**src/rtl/epp_ecp_pkg.sv**
```systemverilog
/*
  Constants, offsets and state codes of the parallel port block.
  Assumes a 20 MHz system clock.
*/
package epp_ecp_pkg;
  // timing
  localparam int CLK_PERIOD_NS = 50;
  localparam int EPP_TIMEOUT_NS = 10000;
  // longest wait: rounded down
  localparam int EPP_TIMEOUT_CYC = EPP_TIMEOUT_NS / CLK_PERIOD_NS;
  localparam int STROBE_MIN_NS = 500;
  // least time: rounded up
  localparam int STROBE_CYC = (STROBE_MIN_NS + CLK_PERIOD_NS - 1) / CLK_PERIOD_NS;
  // offsets from the base address
  localparam logic [15:0] OFF_DATA = 16'h0000;
  localparam logic [15:0] OFF_STATUS = 16'h0001;
  localparam logic [15:0] OFF_CONTROL = 16'h0002;
  localparam logic [15:0] OFF_EPP_ADDR = 16'h0003;
  localparam logic [15:0] OFF_EPP_DATA_LO = 16'h0004;
  localparam logic [15:0] OFF_EPP_DATA_HI = 16'h0007;
  localparam logic [15:0] OFF_FIFO = 16'h0400;
  localparam logic [15:0] OFF_CONFIG_B = 16'h0401;
  localparam logic [15:0] OFF_EXT_CTRL = 16'h0402;
  // modes in extended control bits 7-5
  localparam logic [2:0] MODE_STD = 3'h0;
  localparam logic [2:0] MODE_BIDIR = 3'h1;
  localparam logic [2:0] MODE_COMPAT_FIFO = 3'h2;
  localparam logic [2:0] MODE_EXTENDED = 3'h3;
  localparam logic [2:0] MODE_ENHANCED = 3'h4;
  localparam logic [2:0] MODE_TEST = 3'h6;
  localparam logic [2:0] MODE_CONFIG = 3'h7;
  // field positions
  localparam int EXT_MODE_LSB = 5;
  localparam int EXT_ERRINT_BIT = 4;
  localparam int EXT_DMA_BIT = 3;
  localparam int EXT_SVC_BIT = 2;
  localparam int CTL_DIR_BIT = 5;
  localparam int CTL_ACKIRQ_BIT = 4;
  localparam int CTL_SELECT_BIT = 3;
  localparam int CTL_INIT_BIT = 2;
  localparam int CTL_AUTOFD_BIT = 1;
  localparam int CTL_STROBE_BIT = 0;
  localparam int STAT_TMO_BIT = 0;
  // reset values
  localparam logic [7:0] DATA_RESET = 8'h00;
  localparam logic [5:0] CTL_RESET = 6'h04;
  localparam logic [2:0] MODE_RESET = 3'h0;
  localparam logic [7:0] CONFIG_A_VALUE = 8'h10;
  // peripheral-side sequencer
  typedef enum logic [8:0] {
    P_IDLE = 9'h001,
    P_EPPWAIT = 9'h002,
    P_EPPSTB = 9'h004,
    P_SETUP = 9'h008,
    P_STB = 9'h010,
    P_HOLD = 9'h020,
    P_RREQ = 9'h040,
    P_RLE = 9'h080,
    P_RREL = 9'h100
  } pstate_e;
endpackage

```
**src/rtl/port_fifo.sv**
```systemverilog
/*
  Small synchronous FIFO with registered read data.
  Assumes pop is only asserted when not empty, push when not full.
*/
`timescale 1ns/10ps
`default_nettype none
module port_fifo #(
  parameter int WIDTH = 9,
  parameter int DEPTH = 16
) (
  // clock and reset
  input wire logic clk,
  input wire logic rst,
  // control
  input wire logic flush,
  input wire logic push,
  input wire logic [WIDTH-1:0] pushData,
  input wire logic pop,
  // data and flags
  output logic [WIDTH-1:0] popData,
  output logic full,
  output logic empty
);
  localparam int AW = $clog2(DEPTH);

  typedef struct packed {
    logic [DEPTH-1:0][WIDTH-1:0] mem;
    logic [AW-1:0] wrPtr;
    logic [AW-1:0] rdPtr;
    logic [AW:0] count;
    logic [WIDTH-1:0] popData;
  } fifo_s;

  fifo_s r;
  fifo_s n;

  generate
    if (DEPTH < 2 || (1 << AW) != DEPTH || WIDTH < 1)
    begin : g_check
      $error("port_fifo: DEPTH must be a power of two");
    end
  endgenerate

  assign full = (r.count == (AW+1)'(DEPTH));
  assign empty = (r.count == '0);
  assign popData = r.popData;

  always_comb
  begin
    n = r;
    if (pop)
    begin
      n.popData = r.mem[r.rdPtr];
      n.rdPtr = r.rdPtr + 1'b1;
    end
    if (push)
    begin
      n.mem[r.wrPtr] = pushData;
      n.wrPtr = r.wrPtr + 1'b1;
    end
    n.count = r.count + (AW+1)'(push) - (AW+1)'(pop);
    // flush drops contents but keeps the last read word
    if (flush)
    begin
      n.wrPtr = '0;
      n.rdPtr = '0;
      n.count = '0;
    end
  end

  always_ff @(posedge clk)
  begin
    if (rst)
      r <= '0;
    else
      r <= n;
  end
endmodule
`default_nettype wire

```
**src/rtl/epp_ecp_parallel_port.sv**
```systemverilog
/*
  Host-side parallel port: standard, bidirectional, FIFO, extended and
  enhanced modes, with register window at a strap-set base address.
  Assumes host strobes are one-cycle pulses synchronous to clk.
*/
`timescale 1ns/10ps
`default_nettype none
module epp_ecp_parallel_port #(
  parameter int FIFO_DEPTH = 16
) (
  // clock and reset
  input wire logic clk,
  input wire logic rst,
  // host register port
  input wire logic [15:0] baseAddress,
  input wire logic [15:0] hostAddr,
  input wire logic [7:0] hostWrData,
  input wire logic hostWr,
  input wire logic hostRd,
  output logic [7:0] hostRdData,
  output logic hostRdValid,
  output logic hostBusy,
  // dma and interrupt
  input wire logic dmaAck,
  output logic dmaReq,
  output logic ackIrq,
  // straps
  input wire logic eppEnable,
  input wire logic eppRev17,
  // peripheral inputs
  input wire logic busyIn,
  input wire logic acknowledgeInN,
  input wire logic paperOutIn,
  input wire logic selectedIn,
  input wire logic faultInN,
  input wire logic peripheralHoldN,
  // port line readback and peripheral outputs
  input wire logic [7:0] portLinesIn,
  output logic [7:0] portLinesOut,
  output logic portLinesOeN,
  output logic byteStrobeOutN,
  output logic autoLinefeedOutN,
  output logic selectRequestOutN,
  output logic peripheralReinitN
);
  localparam logic [7:0] TMO_LAST = 8'(epp_ecp_pkg::EPP_TIMEOUT_CYC - 1);
  localparam logic [7:0] STB_LAST = 8'(epp_ecp_pkg::STROBE_CYC - 1);

  typedef struct packed {
    epp_ecp_pkg::pstate_e st;
    logic [7:0] dataReg;
    logic [5:0] ctl;
    logic [2:0] mode;
    logic errIntrEn;
    logic dmaEn;
    logic svcIntr;
    logic tmo;
    logic [7:0] cnt;
    logic [7:0] outByte;
    logic outTag;
    logic isRead;
    logic isAddr;
    logic sawLow;
    logic rlePend;
    logic [7:0] rleCnt;
    logic rdStage;
    logic [2:0] rdSrc;
    logic [7:0] rdData;
    logic rdValid;
    logic ackQ;
    logic irq;
  } state_s;

  localparam state_s RESET_STATE = '{
    st: epp_ecp_pkg::P_IDLE,
    dataReg: epp_ecp_pkg::DATA_RESET,
    ctl: epp_ecp_pkg::CTL_RESET,
    mode: epp_ecp_pkg::MODE_RESET,
    errIntrEn: 1'b1,
    svcIntr: 1'b1,
    ackQ: 1'b1,
    default: '0
  };

  state_s r;
  state_s n;

  logic [15:0] offset;
  logic take;
  logic eppMode;
  logic eppStart;
  logic eppActive;
  logic dirEff;
  logic fwdEngine;
  logic revEngine;
  logic hostFifoWr;
  logic hostFifoRd;
  logic fifoPush;
  logic [8:0] fifoPushData;
  logic fifoPop;
  logic [8:0] fifoRdData;
  logic fifoFull;
  logic fifoEmpty;
  logic writeDirectionN;
  logic dataStrobeN;
  logic addrStrobeN;
  logic fwdDrive;

  generate
    if (FIFO_DEPTH != 16)
    begin : g_check
      $error("epp_ecp_parallel_port: FIFO_DEPTH must be 16");
    end
  endgenerate

  assign offset = hostAddr - baseAddress;
  assign eppActive = (r.st == epp_ecp_pkg::P_EPPWAIT) || (r.st == epp_ecp_pkg::P_EPPSTB);
  assign hostBusy = eppActive || r.rdStage;
  assign take = (hostWr || hostRd) && !hostBusy;
  assign eppMode = (r.mode == epp_ecp_pkg::MODE_ENHANCED) && eppEnable;
  assign eppStart = take && !dmaAck && eppMode && (offset >= epp_ecp_pkg::OFF_EPP_ADDR)
    && (offset <= epp_ecp_pkg::OFF_EPP_DATA_HI);
  // direction ignored in standard and compatibility FIFO modes
  assign dirEff = r.ctl[epp_ecp_pkg::CTL_DIR_BIT] && (r.mode != epp_ecp_pkg::MODE_STD)
    && (r.mode != epp_ecp_pkg::MODE_COMPAT_FIFO);
  assign fwdEngine = (r.mode == epp_ecp_pkg::MODE_COMPAT_FIFO)
    || ((r.mode == epp_ecp_pkg::MODE_EXTENDED) && !dirEff);
  assign revEngine = (r.mode == epp_ecp_pkg::MODE_EXTENDED) && dirEff;
  assign hostFifoWr = fwdEngine || (r.mode == epp_ecp_pkg::MODE_TEST);
  assign hostFifoRd = revEngine || (r.mode == epp_ecp_pkg::MODE_TEST);
  // dma stops while the service bit is set
  assign dmaReq = r.dmaEn && !r.svcIntr
    && ((hostFifoWr && !fifoFull) || (hostFifoRd && !fifoEmpty));

  always_comb
  begin
    n = r;
    fifoPush = 1'b0;
    fifoPushData = '0;
    fifoPop = 1'b0;
    n.rdValid = 1'b0;
    n.ackQ = acknowledgeInN;
    n.irq = r.ctl[epp_ecp_pkg::CTL_ACKIRQ_BIT] && acknowledgeInN && !r.ackQ;
    if (r.rdStage)
    begin
      n.rdStage = 1'b0;
      n.rdValid = 1'b1;
      case (r.rdSrc)
        3'h0: n.rdData = portLinesIn;
        3'h1: n.rdData = {!busyIn, acknowledgeInN, paperOutIn, selectedIn, faultInN,
          2'h3, eppMode ? r.tmo : 1'b1};
        3'h2: n.rdData = {2'h3, r.ctl};
        3'h4: n.rdData = (r.mode == epp_ecp_pkg::MODE_CONFIG) ?
          epp_ecp_pkg::CONFIG_A_VALUE : fifoRdData[7:0];
        3'h6: n.rdData = {r.mode, r.errIntrEn, r.dmaEn, r.svcIntr, fifoFull, fifoEmpty};
        default: n.rdData = 8'h00;
      endcase
    end
    if (take && dmaAck)
    begin
      if (hostWr && hostFifoWr && !fifoFull)
      begin
        fifoPush = 1'b1;
        fifoPushData = {1'b0, hostWrData};
      end
      if (hostRd)
      begin
        fifoPop = hostFifoRd && !fifoEmpty;
        n.rdStage = 1'b1;
        n.rdSrc = 3'h4;
      end
    end
    else if (take && hostWr && !eppStart)
    begin
      case (offset)
        epp_ecp_pkg::OFF_DATA:
          if (r.mode == epp_ecp_pkg::MODE_EXTENDED)
          begin
            // address/RLE tag rides in bit 8
            fifoPush = !dirEff && !fifoFull;
            fifoPushData = {1'b1, hostWrData};
          end
          else
            n.dataReg = hostWrData;
        epp_ecp_pkg::OFF_STATUS:
          if (hostWrData[epp_ecp_pkg::STAT_TMO_BIT])
            n.tmo = 1'b0;
        epp_ecp_pkg::OFF_CONTROL:
          n.ctl = hostWrData[5:0];
        epp_ecp_pkg::OFF_FIFO:
          if (hostFifoWr && !fifoFull)
          begin
            fifoPush = 1'b1;
            fifoPushData = {1'b0, hostWrData};
          end
        epp_ecp_pkg::OFF_EXT_CTRL:
        begin
          n.mode = hostWrData[7:epp_ecp_pkg::EXT_MODE_LSB];
          n.errIntrEn = hostWrData[epp_ecp_pkg::EXT_ERRINT_BIT];
          n.dmaEn = hostWrData[epp_ecp_pkg::EXT_DMA_BIT];
          n.svcIntr = hostWrData[epp_ecp_pkg::EXT_SVC_BIT];
        end
        default:
          n.dataReg = r.dataReg;
      endcase
    end
    else if (take && hostRd && !eppStart)
    begin
      n.rdStage = 1'b1;
      n.rdSrc = {offset[10], offset[1:0]};
      if ((offset == epp_ecp_pkg::OFF_FIFO) && hostFifoRd && !fifoEmpty)
        fifoPop = 1'b1;
      if ((offset > epp_ecp_pkg::OFF_EXT_CTRL)
        || ((offset > epp_ecp_pkg::OFF_CONTROL) && (offset < epp_ecp_pkg::OFF_FIFO)))
        n.rdSrc = 3'h7;
    end
    case (r.st)
      epp_ecp_pkg::P_IDLE:
        if (eppStart)
        begin
          n.isRead = hostRd;
          n.isAddr = (offset == epp_ecp_pkg::OFF_EPP_ADDR);
          n.outByte = hostWrData;
          n.cnt = '0;
          n.sawLow = !eppRev17;
          // 1.9 peripherals must show ready before the strobe
          n.st = (eppRev17 || !peripheralHoldN) ? epp_ecp_pkg::P_EPPSTB
            : epp_ecp_pkg::P_EPPWAIT;
        end
        else if (fwdEngine && !fifoEmpty)
        begin
          fifoPop = 1'b1;
          n.cnt = '0;
          n.st = epp_ecp_pkg::P_SETUP;
        end
        else if (revEngine && !fifoFull)
          n.st = epp_ecp_pkg::P_RREQ;
      epp_ecp_pkg::P_EPPWAIT, epp_ecp_pkg::P_EPPSTB:
      begin
        n.cnt = r.cnt + 8'h01;
        if (r.st == epp_ecp_pkg::P_EPPWAIT && !peripheralHoldN)
          n.st = epp_ecp_pkg::P_EPPSTB;
        if (!peripheralHoldN)
          n.sawLow = 1'b1;
        if ((r.st == epp_ecp_pkg::P_EPPSTB) && r.sawLow && peripheralHoldN)
        begin
          n.st = epp_ecp_pkg::P_IDLE;
          n.rdData = portLinesIn;
          n.rdValid = r.isRead;
        end
        else if (r.cnt == TMO_LAST)
        begin
          n.st = epp_ecp_pkg::P_IDLE;
          n.rdData = portLinesIn;
          n.rdValid = r.isRead;
          n.tmo = 1'b1;
        end
      end
      epp_ecp_pkg::P_SETUP:
      begin
        if (r.cnt == 8'h00)
        begin
          n.outByte = fifoRdData[7:0];
          n.outTag = fifoRdData[8];
        end
        if (r.cnt < STB_LAST)
          n.cnt = r.cnt + 8'h01;
        else if (!busyIn)
        begin
          n.cnt = '0;
          n.st = epp_ecp_pkg::P_STB;
        end
      end
      epp_ecp_pkg::P_STB:
      begin
        n.cnt = (r.cnt < STB_LAST) ? r.cnt + 8'h01 : r.cnt;
        if ((r.mode == epp_ecp_pkg::MODE_COMPAT_FIFO) ? (r.cnt == STB_LAST) : busyIn)
        begin
          n.cnt = '0;
          n.st = epp_ecp_pkg::P_HOLD;
        end
      end
      epp_ecp_pkg::P_HOLD:
      begin
        n.cnt = (r.cnt < STB_LAST) ? r.cnt + 8'h01 : r.cnt;
        if ((r.mode == epp_ecp_pkg::MODE_COMPAT_FIFO) ? (r.cnt == STB_LAST) : !busyIn)
          n.st = epp_ecp_pkg::P_IDLE;
      end
      epp_ecp_pkg::P_RREQ:
        if (!revEngine)
          n.st = epp_ecp_pkg::P_IDLE;
        else if (!acknowledgeInN)
        begin
          n.st = epp_ecp_pkg::P_RREL;
          if (!busyIn && !portLinesIn[7])
          begin
            n.rleCnt = portLinesIn;
            n.rlePend = 1'b1;
          end
          else if (busyIn && r.rlePend)
          begin
            n.outByte = portLinesIn;
            n.rlePend = 1'b0;
            n.st = epp_ecp_pkg::P_RLE;
          end
          else
          begin
            fifoPush = 1'b1;
            fifoPushData = {!busyIn, portLinesIn};
          end
        end
      epp_ecp_pkg::P_RLE:
        if (!fifoFull)
        begin
          // count plus one copies in total
          fifoPush = 1'b1;
          fifoPushData = {1'b0, r.outByte};
          n.rleCnt = r.rleCnt - 8'h01;
          if (r.rleCnt == 8'h00)
            n.st = epp_ecp_pkg::P_RREL;
        end
      epp_ecp_pkg::P_RREL:
        if (acknowledgeInN)
          n.st = epp_ecp_pkg::P_IDLE;
      default:
        n.st = epp_ecp_pkg::P_IDLE;
    endcase
  end

  always_ff @(posedge clk)
  begin
    if (rst)
      r <= RESET_STATE;
    else
      r <= n;
  end

  port_fifo #(.WIDTH(9), .DEPTH(FIFO_DEPTH)) u_fifo (
    .clk(clk),
    .rst(rst),
    .flush(r.mode == epp_ecp_pkg::MODE_STD),
    .push(fifoPush),
    .pushData(fifoPushData),
    .pop(fifoPop),
    .popData(fifoRdData),
    .full(fifoFull),
    .empty(fifoEmpty)
  );

  // pin multiplexing: enhanced strobes share the standard pins
  assign writeDirectionN = r.isRead;
  assign dataStrobeN = !((r.st == epp_ecp_pkg::P_EPPSTB) && !r.isAddr);
  assign addrStrobeN = !((r.st == epp_ecp_pkg::P_EPPSTB) && r.isAddr);
  assign fwdDrive = (r.st == epp_ecp_pkg::P_SETUP) || (r.st == epp_ecp_pkg::P_STB)
    || (r.st == epp_ecp_pkg::P_HOLD);

  always_comb
  begin
    portLinesOut = r.dataReg;
    portLinesOeN = dirEff;
    byteStrobeOutN = !r.ctl[epp_ecp_pkg::CTL_STROBE_BIT];
    autoLinefeedOutN = !r.ctl[epp_ecp_pkg::CTL_AUTOFD_BIT];
    selectRequestOutN = !r.ctl[epp_ecp_pkg::CTL_SELECT_BIT];
    if (eppActive)
    begin
      portLinesOut = r.outByte;
      portLinesOeN = r.isRead;
      byteStrobeOutN = writeDirectionN;
      autoLinefeedOutN = dataStrobeN;
      selectRequestOutN = addrStrobeN;
    end
    else if (fwdDrive)
    begin
      portLinesOut = r.outByte;
      portLinesOeN = 1'b0;
      byteStrobeOutN = (r.st != epp_ecp_pkg::P_STB);
      // extended mode marks address/RLE bytes by a low auto-feed
      if (r.mode == epp_ecp_pkg::MODE_EXTENDED)
        autoLinefeedOutN = !r.outTag;
    end
    else if ((r.st == epp_ecp_pkg::P_RREQ) || (r.st == epp_ecp_pkg::P_RLE))
      autoLinefeedOutN = 1'b0;
    else if (r.st == epp_ecp_pkg::P_RREL)
      autoLinefeedOutN = 1'b1;
  end

  assign peripheralReinitN = r.ctl[epp_ecp_pkg::CTL_INIT_BIT];
  assign hostRdData = r.rdData;
  assign hostRdValid = r.rdValid;
  assign ackIrq = r.irq;

  AST_TMO_ABORT: assert property (@(posedge clk) disable iff (rst)
    (eppActive && r.cnt == TMO_LAST && !(r.st == epp_ecp_pkg::P_EPPSTB && r.sawLow
    && peripheralHoldN)) |=> (r.st == epp_ecp_pkg::P_IDLE && r.tmo))
    else $error("enhanced cycle not aborted on time-out");
  AST_TMO_CLEAR: assert property (@(posedge clk) disable iff (rst)
    (take && hostWr && !dmaAck && offset == epp_ecp_pkg::OFF_STATUS && hostWrData[0])
    |=> !r.tmo)
    else $error("time-out flag not cleared by writing one");
  AST_TMO_KEEP: assert property (@(posedge clk) disable iff (rst)
    (r.tmo && !(take && hostWr && offset == epp_ecp_pkg::OFF_STATUS && hostWrData[0]))
    |=> r.tmo)
    else $error("time-out flag lost without a clearing write");
  AST_EPP_STROBE: assert property (@(posedge clk) disable iff (rst)
    (r.st == epp_ecp_pkg::P_EPPSTB) |-> (byteStrobeOutN == r.isRead)
    && (autoLinefeedOutN == r.isAddr) && (selectRequestOutN == !r.isAddr))
    else $error("enhanced strobes wrong during cycle");
  AST_V19_HOLD: assert property (@(posedge clk) disable iff (rst)
    (eppStart && !eppRev17 && peripheralHoldN) |=> (r.st == epp_ecp_pkg::P_EPPWAIT)
    && autoLinefeedOutN && selectRequestOutN)
    else $error("cycle began while wait line high");
  AST_V17_END: assert property (@(posedge clk) disable iff (rst)
    (r.st == epp_ecp_pkg::P_EPPSTB && !r.sawLow && r.cnt != TMO_LAST)
    |=> (r.st == epp_ecp_pkg::P_EPPSTB))
    else $error("cycle ended without a low-to-high wait edge");
  AST_ACK_IRQ: assert property (@(posedge clk) disable iff (rst)
    ($rose(acknowledgeInN) && $past(r.ctl[epp_ecp_pkg::CTL_ACKIRQ_BIT]))
    |-> ##1 ackIrq)
    else $error("acknowledge edge raised no interrupt request");
  AST_DIR_FORCED: assert property (@(posedge clk) disable iff (rst)
    ((r.mode == epp_ecp_pkg::MODE_STD || r.mode == epp_ecp_pkg::MODE_COMPAT_FIFO)
    && !eppActive) |-> !portLinesOeN)
    else $error("port not driving in forced-output mode");
  AST_STATUS_READ: assert property (@(posedge clk) disable iff (rst)
    (take && hostRd && !dmaAck && offset == epp_ecp_pkg::OFF_STATUS) |-> ##2
    (hostRdValid && hostRdData[2:1] == 2'h3 && hostRdData[7] == !$past(busyIn)))
    else $error("status read value wrong");
  AST_CTL_READ: assert property (@(posedge clk) disable iff (rst)
    (take && hostRd && !dmaAck && offset == epp_ecp_pkg::OFF_CONTROL) |-> ##2
    (hostRdValid && hostRdData[7:6] == 2'h3))
    else $error("control bits 7 and 6 not read as one");
endmodule
`default_nettype wire

```
**config.mk**
```make
export PLATFORM = sky130hd
export DESIGN_NAME = epp_ecp_parallel_port
export DESIGN_NICKNAME = d
export VERILOG_FILES = /design/src/rtl/epp_ecp_pkg.sv /design/src/rtl/port_fifo.sv /design/src/rtl/epp_ecp_parallel_port.sv
export SDC_FILE = /design/constraint.sdc
export NUM_CORES = 1
export LEC_CHECK = 0
export BUFFER_PORTS_ARGS = -buffer_cell sky130_fd_sc_hd__buf_2
export CORE_MARGIN = 2
export CORE_UTILIZATION = 55
export CTS_BUF_LIST = sky130_fd_sc_hd__clkbuf_2
export CTS_CLUSTER_DIAMETER = 60
export DETAILED_ROUTE_END_ITERATION = 12
export HOLD_SLACK_MARGIN = 0.15
export PLACE_DENSITY = 0.76
export SYNTH_ARGS = -nofsm -noshare
export SYNTH_HDL_FRONTEND = slang
export SYNTH_SLANG_ARGS = --single-unit
```
**constraint.sdc**
```tcl
create_clock -name clk -period 4.5 [get_ports clk]
set_clock_uncertainty 0.05 [all_clocks]
set_input_delay 0.45 -clock clk [delete_from_list [all_inputs] [get_ports clk]]
set_output_delay 0.45 -clock clk [all_outputs]
set_load 0.02 [all_outputs]
```
-- Yosys cells after proc, flatten, opt, wreduce, memory -nomap -nowiden
Cells that the tools add are included.
- $add $sub $neg: 7
- $lt $le $gt $ge: 9
- eq/ne operators: 50
- mux-type cells: 113
- bitwise gates (word level): 3
- reductions and logical operators: 95
- operators by type and width (kind ; number):
    $mux W9 ; 32
    $mux W8 ; 20
    $bwmux W144 ; 1
    $pmux W8 S5 ; 2
    $pmux W9 S8 ; 1
    $mux W1 ; 42
    $logic_and A1 B1 Y1 ; 37
    $bmux W9 S4 ; 1
    $demux W9 S4 ; 1
    $pmux W9 S2 ; 2
    $ne A2 B2 Y1 const B ; 17
    $eq A16 B11 Y1 const B ; 2
    $eq A16 B2 Y1 const B ; 2
    $pmux W8 S3 ; 1
    $logic_not A1 Y1 ; 19
    $eq A16 B1 Y1 const B ; 1
    $ge A16 B2 Y1 const B ; 1
    $gt A16 B11 Y1 const B ; 1
    $gt A16 B2 Y1 const B ; 1
    $le A16 B3 Y1 const B ; 1
    $logic_not A16 Y1 ; 1
    $logic_not A8 Y1 ; 2
    $lt A16 B11 Y1 const B ; 1
    $mux W4 ; 4
    45 further kinds ; 84
- register bits after elaboration: 240
- input port bits: 61
- output and inout bits: 25
- word-level logic and storage cells: 319

-- Longest topological paths before layout
Gate-level depths: netlist (run 1).
- depth after elaboration: 20
- mapped depth: 22
- mapped depth without buffers: 20

-- Cells and area by module
Synthesis (run 1) repeated with hierarchy kept, for this count alone.
- cell total of the unflattened synthesis: 1724
- area, all modules: 13491.7 µm²
- by module, submodules not included (module ; instances ; cells each ; area each (µm²) ; sequential area each (µm²)):
    port_fifo ; 1 ; 882 ; 7312.0 ; 3323.2
    epp_ecp_parallel_port ; 1 ; 842 ; 6179.7 ; 1481.4

-- Least setup slack after synthesis (run 1)
Ideal clock, no wire load.
- path kind: input to register
- start point: input port hostAddr[0]
- end point: register u_fifo.r[13] (netlist bit)
- setup time: 71 ps
- arrival: 4518 ps
- required time: 4379 ps
- path slack: -138 ps
- stages on the path: 22
- path buffers: 2
- cell sequence: inv_1 > ha_1 > inv_1 > fa_1 > a21o_1 > nand4_1 > a21oi_1 > or3_1 > o2111a_1 > and3_2 > buf_2 > a41oi_1 > clkbuf_1 > inv_1 > ha_1 > inv_1 > ha_1 > fa_1 > a21oi_1 > nor2_1 > or3_1 > a21oi_1
- longest elaborated chain between the ends: 15
- elaborated cells between the ends (all ways): 30
- those cells by class: add/sub: 3; order compare: 2; eq/ne: 1; mux: 16; reduce/logical: 8
- ends and longest elaborated chain (item ; line ; source):
    start, declared ; epp_ecp_parallel_port.sv:16 ; input wire logic [15:0] hostAddr,
    $sub A16 B16 Y16 (*) ; epp_ecp_parallel_port.sv:116 ; assign offset = hostAddr - baseAddress;
    $ge A16 B2 Y1 ; epp_ecp_parallel_port.sv:121 ; assign eppStart = take && !dmaAck && eppMode && (offset >= epp_ecp_pkg::OFF_EPP_ADDR)
    $logic_and A1 B1 Y1 ; epp_ecp_parallel_port.sv:121 ;
    $logic_and A1 B1 Y1 ; epp_ecp_parallel_port.sv:122 ; && (offset <= epp_ecp_pkg::OFF_EPP_DATA_HI);
    $logic_not A1 Y1 ; epp_ecp_parallel_port.sv:173, epp_ecp_parallel_port.sv:207 ;
    $logic_and A1 B1 Y1 ; epp_ecp_parallel_port.sv:173 ; else if (take && hostWr && !eppStart)
    $mux W1 ; epp_ecp_parallel_port.sv:173 ;
    $mux W1 ; epp_ecp_parallel_port.sv:159 ; if (take && dmaAck)
    $mux W1 ; epp_ecp_parallel_port.sv:300 ; else if (busyIn && r.rlePend)
    $mux W1 ; epp_ecp_parallel_port.sv:295 ; if (!busyIn && !portLinesIn[7])
    $mux W1 ; epp_ecp_parallel_port.sv:292 ; else if (!acknowledgeInN)
    $mux W1 ; epp_ecp_parallel_port.sv:290 ; if (!revEngine)
    $pmux W1 S2 ; epp_ecp_parallel_port.sv:217 ; case (r.st)
    $add A5 B1 Y5 ; port_fifo.sv:61 ; n.count = r.count + (AW+1)'(push) - (AW+1)'(pop);
    $sub A5 B1 Y5 (*) ; port_fifo.sv:61 ;
    end signal, assigned ; port_fifo.sv:76 ; r <= n;
    end, declared ; port_fifo.sv:34 ; fifo_s r;
Mark *: on every way between the ends. The rest lies on a longest branch, timed or not.
A chain may end at the register's enable or synchronous reset.

-- Worst setup path in the final report (run 1)
- start point: register r[67] (netlist bit)
- end point: output port autoLinefeedOutN
- longest elaborated chain between the ends: 5
- elaborated cells between the ends (all ways): 18
- those cells by class: eq/ne: 8; mux: 4; reduce/logical: 6
- ends and longest elaborated chain (item ; line ; source):
    start, declared ; epp_ecp_parallel_port.sv:85 ; state_s r;
    start signal, assigned ; epp_ecp_parallel_port.sv:335 ; r <= n;
    $eq A9 B9 Y1, or another cell as far along ; epp_ecp_parallel_port.sv:383 ; else if (r.st == epp_ecp_pkg::P_RREL)
    $mux W1, or another cell as far along ; epp_ecp_parallel_port.sv:383 ;
    $mux W1 or $logic_or A1 B1 Y1 (tied branches) ; epp_ecp_parallel_port.sv:381, epp_ecp_parallel_port.sv:355 ;
    $mux W1 ; epp_ecp_parallel_port.sv:372 ; else if (fwdDrive)
    $mux W1 (*) ; epp_ecp_parallel_port.sv:364 ; if (eppActive)
    end, declared ; epp_ecp_parallel_port.sv:42 ; output logic autoLinefeedOutN,
Marked as above.

==> impl_metrics.yaml, run 1 <==
final_layout:
  nets: 1665
  finalInstanceArea_mm2: 0.01474
  final_util: 0.6242
  syn_to_final_growth_pct: 10.52
  stdcell_count: 1928
  layout_common_cells: "dfxtp_1, a22o_1, nor2_1"
  final_layout_size_suffix_gt1_frac: 0.1922
  mostFrequentLayoutCell: "dfxtp_1"
place:
  port_buffers: 85
  place_inst: 1797
  placed_area_mm2: 0.01394
  place.detailed.hpwl_um: 27250
  place_congestion: 0.9417
grt:
  antenna_found_initial: 1
  grt_max_degree: 77
  overflow: 0
  grt_usage: 0.3074
  grt.met1_usage: 0.4117
  use_met2: 0.4813
  grt_pass1_wl_um: 63760
  busiest_layer: "met2"
  use_met3: 0.06545
  grt_pass1_vias: 11800
logic_synthesis:
  syn-mean-instance-area_um2: 9.147
  yosysUniqueCellTypes: 79
  ys_ff_latch: 240
  async_flop_share: 0
  synthesis.area_mm2: 0.01334
  synth-edff-count: 0
  synthCells: 1458
  ys_seq_area_frac: 0.3603
  synth_warnings: 0
  ys.flop_type: "dfxtp_1"
  synthesis.nets: 1554
sta:
  rsz0062_at_grt: "false"
  maxSlewViolCount: 0
  setup_violations: 0
  setup-tns-final_ns: 0
  finalCritPeriodShare: 0.8868
  clock.fmax_mhz: 250.6
  finalHoldViolations: 0
  fin_crit_ns: 3.990
  relSlewSlack: 0.2918
  worstMarginPinSlew_ns: 1.060
route:
  drtIter0Drc: 1312
  ant_nets: 0
  vias_per_cell: 6.480
  wl_per_cell_um: 20.81
  drc_errors: 0
  routed_wl_um: 40120
  drt_pre_antenna_iters: 6
  vias: 12490
flow_run:
  max_cap_violations: 0
worst_setup_path:
  cp.arrival_ns: 3.49
  startpoint_type: "flop"
  crit_slowest_cell: "nor4_1"
  crit_top_cell: "a21oi_1"
  endpoint_kind: "output port"
  critical_path.max_fanout: 10
  crit_path_max_incr_delay_ns: 0.55
  critPathKind: "flop to output port"
  cp_cell_sequence: "nor4_1, nor2b_1, nand2_1, a21oi_1, nor3_1, buf_4, a21oi_1, nor2_1, a21oi_1, buf_2"
  required_ns: 4.00
clock_tree:
  ctsHtreeMaxLevel: 2
  clock_latency_ns: 0.95
  cts_sinks: 240
  cts_inserted_buffers: 59
  path_clk_slew_ns: 0.09
  cts-root-buf: "clkbuf_2"
  clock_path_buffers: 3
  cts_tree: "yes"
min_path:
  hold_class: "input port to flop"
floorplanning:
  num_rows: 56
  initial_utilization: 0.5648
  num_io_pins: 86
  die_h_um: 159.7
  die_area_mm2: 0.02551
  core-area_mm2: 0.02361
  die_w_um: 159.7
pwr:
  finalPower_mw: 4.353
  p_per_area_mw_per_mm2: 295.3
  cellLeakagePower_nw: 5.795
  ir_drop_uv: 281.3
run_status:
  outcome: "complete, no violations"
-- routing by layer --
layer | wire, um | vias to the layer above
met1 | 16820 | 5924
met3 | 3726 | 117
met2 | 18220 | 704
li1 | - | 5748
met5 | 0 | -
met4 | 1341 | 0
-- cells in the mapped netlist (14+ instances only) --
| cell | n | area [um^2] |
|---|---|---|
| a211oi_1 | 17 | 127.6 |
| a21oi_1 | 81 | 405.4 |
| a22o_1 | 129 | 1130 |
| a22oi_1 | 28 | 210.2 |
| a311oi_1 | 17 | 148.9 |
| a31o_2 | 18 | 157.7 |
| a31oi_1 | 23 | 143.9 |
| and2_1 | 17 | 106.4 |
| clkbuf_1 | 60 | 225.2 |
| dfxtp_1 | 240 | 4805 |
| ha_1 | 33 | 412.9 |
| inv_1 | 68 | 255.2 |
| mux2_2 | 17 | 191.4 |
| mux2i_1 | 52 | 520.5 |
| mux4_2 | 30 | 675.7 |
| nand2_1 | 104 | 390.4 |
| nand3_1 | 40 | 200.2 |
| nor2_1 | 110 | 412.9 |
| nor2b_1 | 19 | 118.9 |
| nor3_1 | 25 | 125.1 |
| o21ai_0 | 61 | 305.3 |
| or3_1 | 14 | 87.58 |
-- critical path, delay by kind of cell (launching register included) --
family / cells / cell delay [ns]
AND/OR/NAND/NOR: 5 / 1.23
AO/OA/AOI/OAI: 3 / 0.57
flip-flops: 1 / 0.39
buffers and inverters: 2 / 0.41
-- what timing repair did --
item                       CTS  global route
hold endpoints to repair    75             0
buffers inserted             0             0
gates resized for setup      0             0
hold buffers                30             0
setup endpoints to repair    0             0
-- sequential cells by signal, summed over array words and instances (netlist names) --
signal and cells:
hostRdValid 1, hostRdData 8, ackIrq 1, u_fifo.r 157
writeDirectionN 1, peripheralReinitN 1, u_fifo.popData 9, r 62
-- cell type report --
cell class	count	area, um^2
Antenna cell	1	2.502
Clock buffer	82	410.4
Clock inverter	18	85.08
Fill cell	2034	8874
Inverter	69	259.0
Multi-Input combinational cell	1046	7764
Sequential cell	240	4806
Tap cell	319	399.1
Timing Repair Buffer	153	1013
-- through the flow --
step | hold WS [ns] | worst slack (ns)
after global placement | 0.3376 | 0.2139
after CTS | 0.1967 | 0.5104
after global routing | 0.2321 | 0.2471
final | 0.2322 | 0.5095
after detailed placement | 0.3405 | 0.1482
after floorplan | 0.3234 | 0.04108
-- cell families (layout without fill, tap and decap cells) --
group,Yosys count,count (layout),share of synthesized area
AO/OA/AOI/OAI,488,488,0.2777
other,0,1,0
AND/OR/NAND/NOR,413,413,0.1586
adder cells (fa/ha/maj),35,35,0.03396
multiplexers,99,99,0.1040
XOR/XNOR,11,11,0.007224
flip-flops,240,240,0.3603
buffers and inverters,172,322,0.05817
-- path summary, 6_finish.rpt --
path,depth (start not counted),to,startpoint,slack (ns)
hold / removal,5,r[25],hostAddr[1],0.23
setup reg to reg,13,u_fifo.r[88],r[67],0.72
hold reg to reg,1,ackIrq,r[1],0.36
setup / recovery,10,autoLinefeedOutN,r[67],0.51
-- report_power, final --
| part | switching [mW] | internal [mW] |
|---|---|---|
| combinational | 0.460 | 0.277 |
| sequential | 0.0502 | 2.17 |
| clock | 0.898 | 0.501 |
(Power assumes the default switching activity.)
==> inputs of run 2 (changes only) <==
--- a/config.mk
+++ b/config.mk
@@ -6,6 +6,7 @@
 export NUM_CORES = 1
 export LEC_CHECK = 0
 export BUFFER_PORTS_ARGS = -buffer_cell sky130_fd_sc_hd__buf_2
+export CORE_ASPECT_RATIO = 1.75
 export CORE_MARGIN = 2
 export CORE_UTILIZATION = 55
 export CTS_BUF_LIST = sky130_fd_sc_hd__clkbuf_2
@@ -13,6 +14,8 @@
 export DETAILED_ROUTE_END_ITERATION = 12
 export HOLD_SLACK_MARGIN = 0.15
 export PLACE_DENSITY = 0.76
+export RECOVER_POWER = 100
+export SLEW_MARGIN = 20
 export SYNTH_ARGS = -nofsm -noshare
 export SYNTH_HDL_FRONTEND = slang
 export SYNTH_SLANG_ARGS = --single-unit
==> impl_metrics.yaml, run 2 (synthesis results as in run 1) <==
run_status:
  outcome: "finished, violations left"
  failed_checks: "DRC, capacitance limit, slew limit"
clock_tree:
  path_clk_slew_ns: 0.12
  cts-root-buf: "clkbuf_2"
  cts_sinks: 240
  clock_latency_ns: 0.92
  clock_path_buffers: 3
  cts_inserted_buffers: 55
  cts_tree: "yes"
  post_cts_buffers: 0
  ctsHtreeMaxLevel: 2
  cts_resized: 0
worst_setup_path:
  crit_start: "r[67]"
  reg2regPathDepth: 11
  cp_cell_sequence: "nor4_1, nor2b_1, nand2_1, a21oi_1, nor3_1, clkbuf_2, mux2_2, clkbuf_1"
  critPathKind: "flop to output port"
  reg2reg_from: "r[67]"
  endpoint_kind: "output port"
  crit_slowest_cell: "nor4_1"
  r2r_setup_slack_ns: 0.47
  critical_path.max_fanout: 10
  endpoint: "portLinesOut[7]"
  crit_path_max_incr_delay_ns: 0.56
  cp.arrival_ns: 3.61
  r2r-end: "r[35]"
  required_ns: 4.00
  startpoint_type: "flop"
route:
  drt_pre_antenna_iters: 9
  ant_nets: 0
  drc_errors: 1
  drtIter0Drc: 948
  vias_per_cell: 6.452
  vias: 12340
  routed_wl_um: 39460
  wl_per_cell_um: 20.63
floorplanning:
  initial_utilization: 0.5573
  num_io_pins: 86
  num_rows: 75
  die_area_mm2: 0.02556
  die_w_um: 121.7
  core-area_mm2: 0.02393
  die_h_um: 210.0
sta:
  finalCritPeriodShare: 0.9133
  setup-tns-final_ns: 0
  clock.fmax_mhz: 243.3
  relSlewSlack: -0.3617
  finalHoldViolations: 0
  rsz0062_at_grt: "false"
  maxSlewViolCount: 56
  fin_crit_ns: 4.110
  setup_violations: 0
  worst_hold_slack_ns: 0.2301
  worstMarginPinSlew_ns: 2.043
final_layout:
  mostFrequentLayoutCell: "dfxtp_1"
  syn_to_final_growth_pct: 9.795
  nets: 1661
  regMostFlops: "u_fifo.r"
  finalInstanceArea_mm2: 0.01464
  multi_input_area_mm2: 0.007750
  layout_common_cells: "dfxtp_1, a22o_1, nor2_1"
  final_layout_size_suffix_gt1_frac: 0.1671
  largest_register_ffs: 157
  seq_area_mm2: 0.004806
  fillers: 2164
grt:
  antenna_found_initial: 1
  grt_pass1_wl_um: 62840
  grt_pass1_vias: 12540
  overflow: 0
  grt_usage: 0.3075
  grt_max_degree: 63
min_path:
  hold_class: "input port to flop"
  min_path_cells: 6
pwr:
  ir_drop_uv: 207.2
  cellLeakagePower_nw: 5.663
  p_per_area_mw_per_mm2: 299.1
place:
  place.detailed.hpwl_um: 28570
  port_buffers: 85
  placed_area_mm2: 0.01392
  place_congestion: 0.9562
flow_run:
  max_cap_violations: 2
-- run 2: worst max-delay path, delay by kind of cell (launching register included) --
family,cells,cell delay (ns)
AND/OR/NAND/NOR,4,1.16
multiplexers,1,0.29
flip-flops,1,0.41
buffers and inverters,2,0.56
AO/OA/AOI/OAI,1,0.33
-- run 2: per-layer routing --
| layer | track usage | wire length, um |
|---|---|---|
| met1 | 0.3064 | 13880 |
| met2 | 0.5666 | 20820 |
| met3 | 0.04978 | 1936 |
| met4 | 0.2176 | 2821 |
| met5 | 0 | 0 |
-- run 2: how the worst min path moves through the flow --
stage | from | end | slack (ns)
after floorplan | r[1] | ackIrq | 0.32
after global placement | r[1] | ackIrq | 0.33
after detailed placement | r[1] | ackIrq | 0.34
after CTS | hostWr | r[44] | 0.18
after global routing | hostAddr[1] | r[12] | 0.26
final | hostWr | r[44] | 0.23
-- run 2: power breakdown --
part | switching, mW | internal, mW | total [mW]
Sequential | 0.0534 | 2.17 | 2.22
Combinational | 0.470 | 0.279 | 0.748
Clock | 0.897 | 0.513 | 1.41
Total | 1.42 | 2.96 | 4.38
-- run 2: metrics by stage --
stage,setup WS [ns],util,cells,power [mW]
5_1_grt,0.1744,0.6119,1913,4.575
3_5_place_dp,0.1473,0.5817,1785,2.982
6_report,0.3901,0.6119,1913,4.380
2_1_floorplan,0.04108,-,1458,2.744
3_3_place_gp,0.1928,0.5817,1785,2.969
4_1_cts,0.5302,0.6151,1912,4.397
-- run 2: area by class of cell --
class	instances	share of cell area
inverters	69	0.01769
diodes	1	0.0001709
multi-input cells	1046	0.5293
well taps	308	0.02632
repair buffers	153	0.06503
flip-flops and latches	240	0.3282
clock buffers	75	0.02563
clock inverters	21	0.007690
-- run 2: repair_timing --
item                                   CTS  global route
setup endpoints to repair                0             0
endpoints found under the hold margin   63             0
hold buffers                            31             0
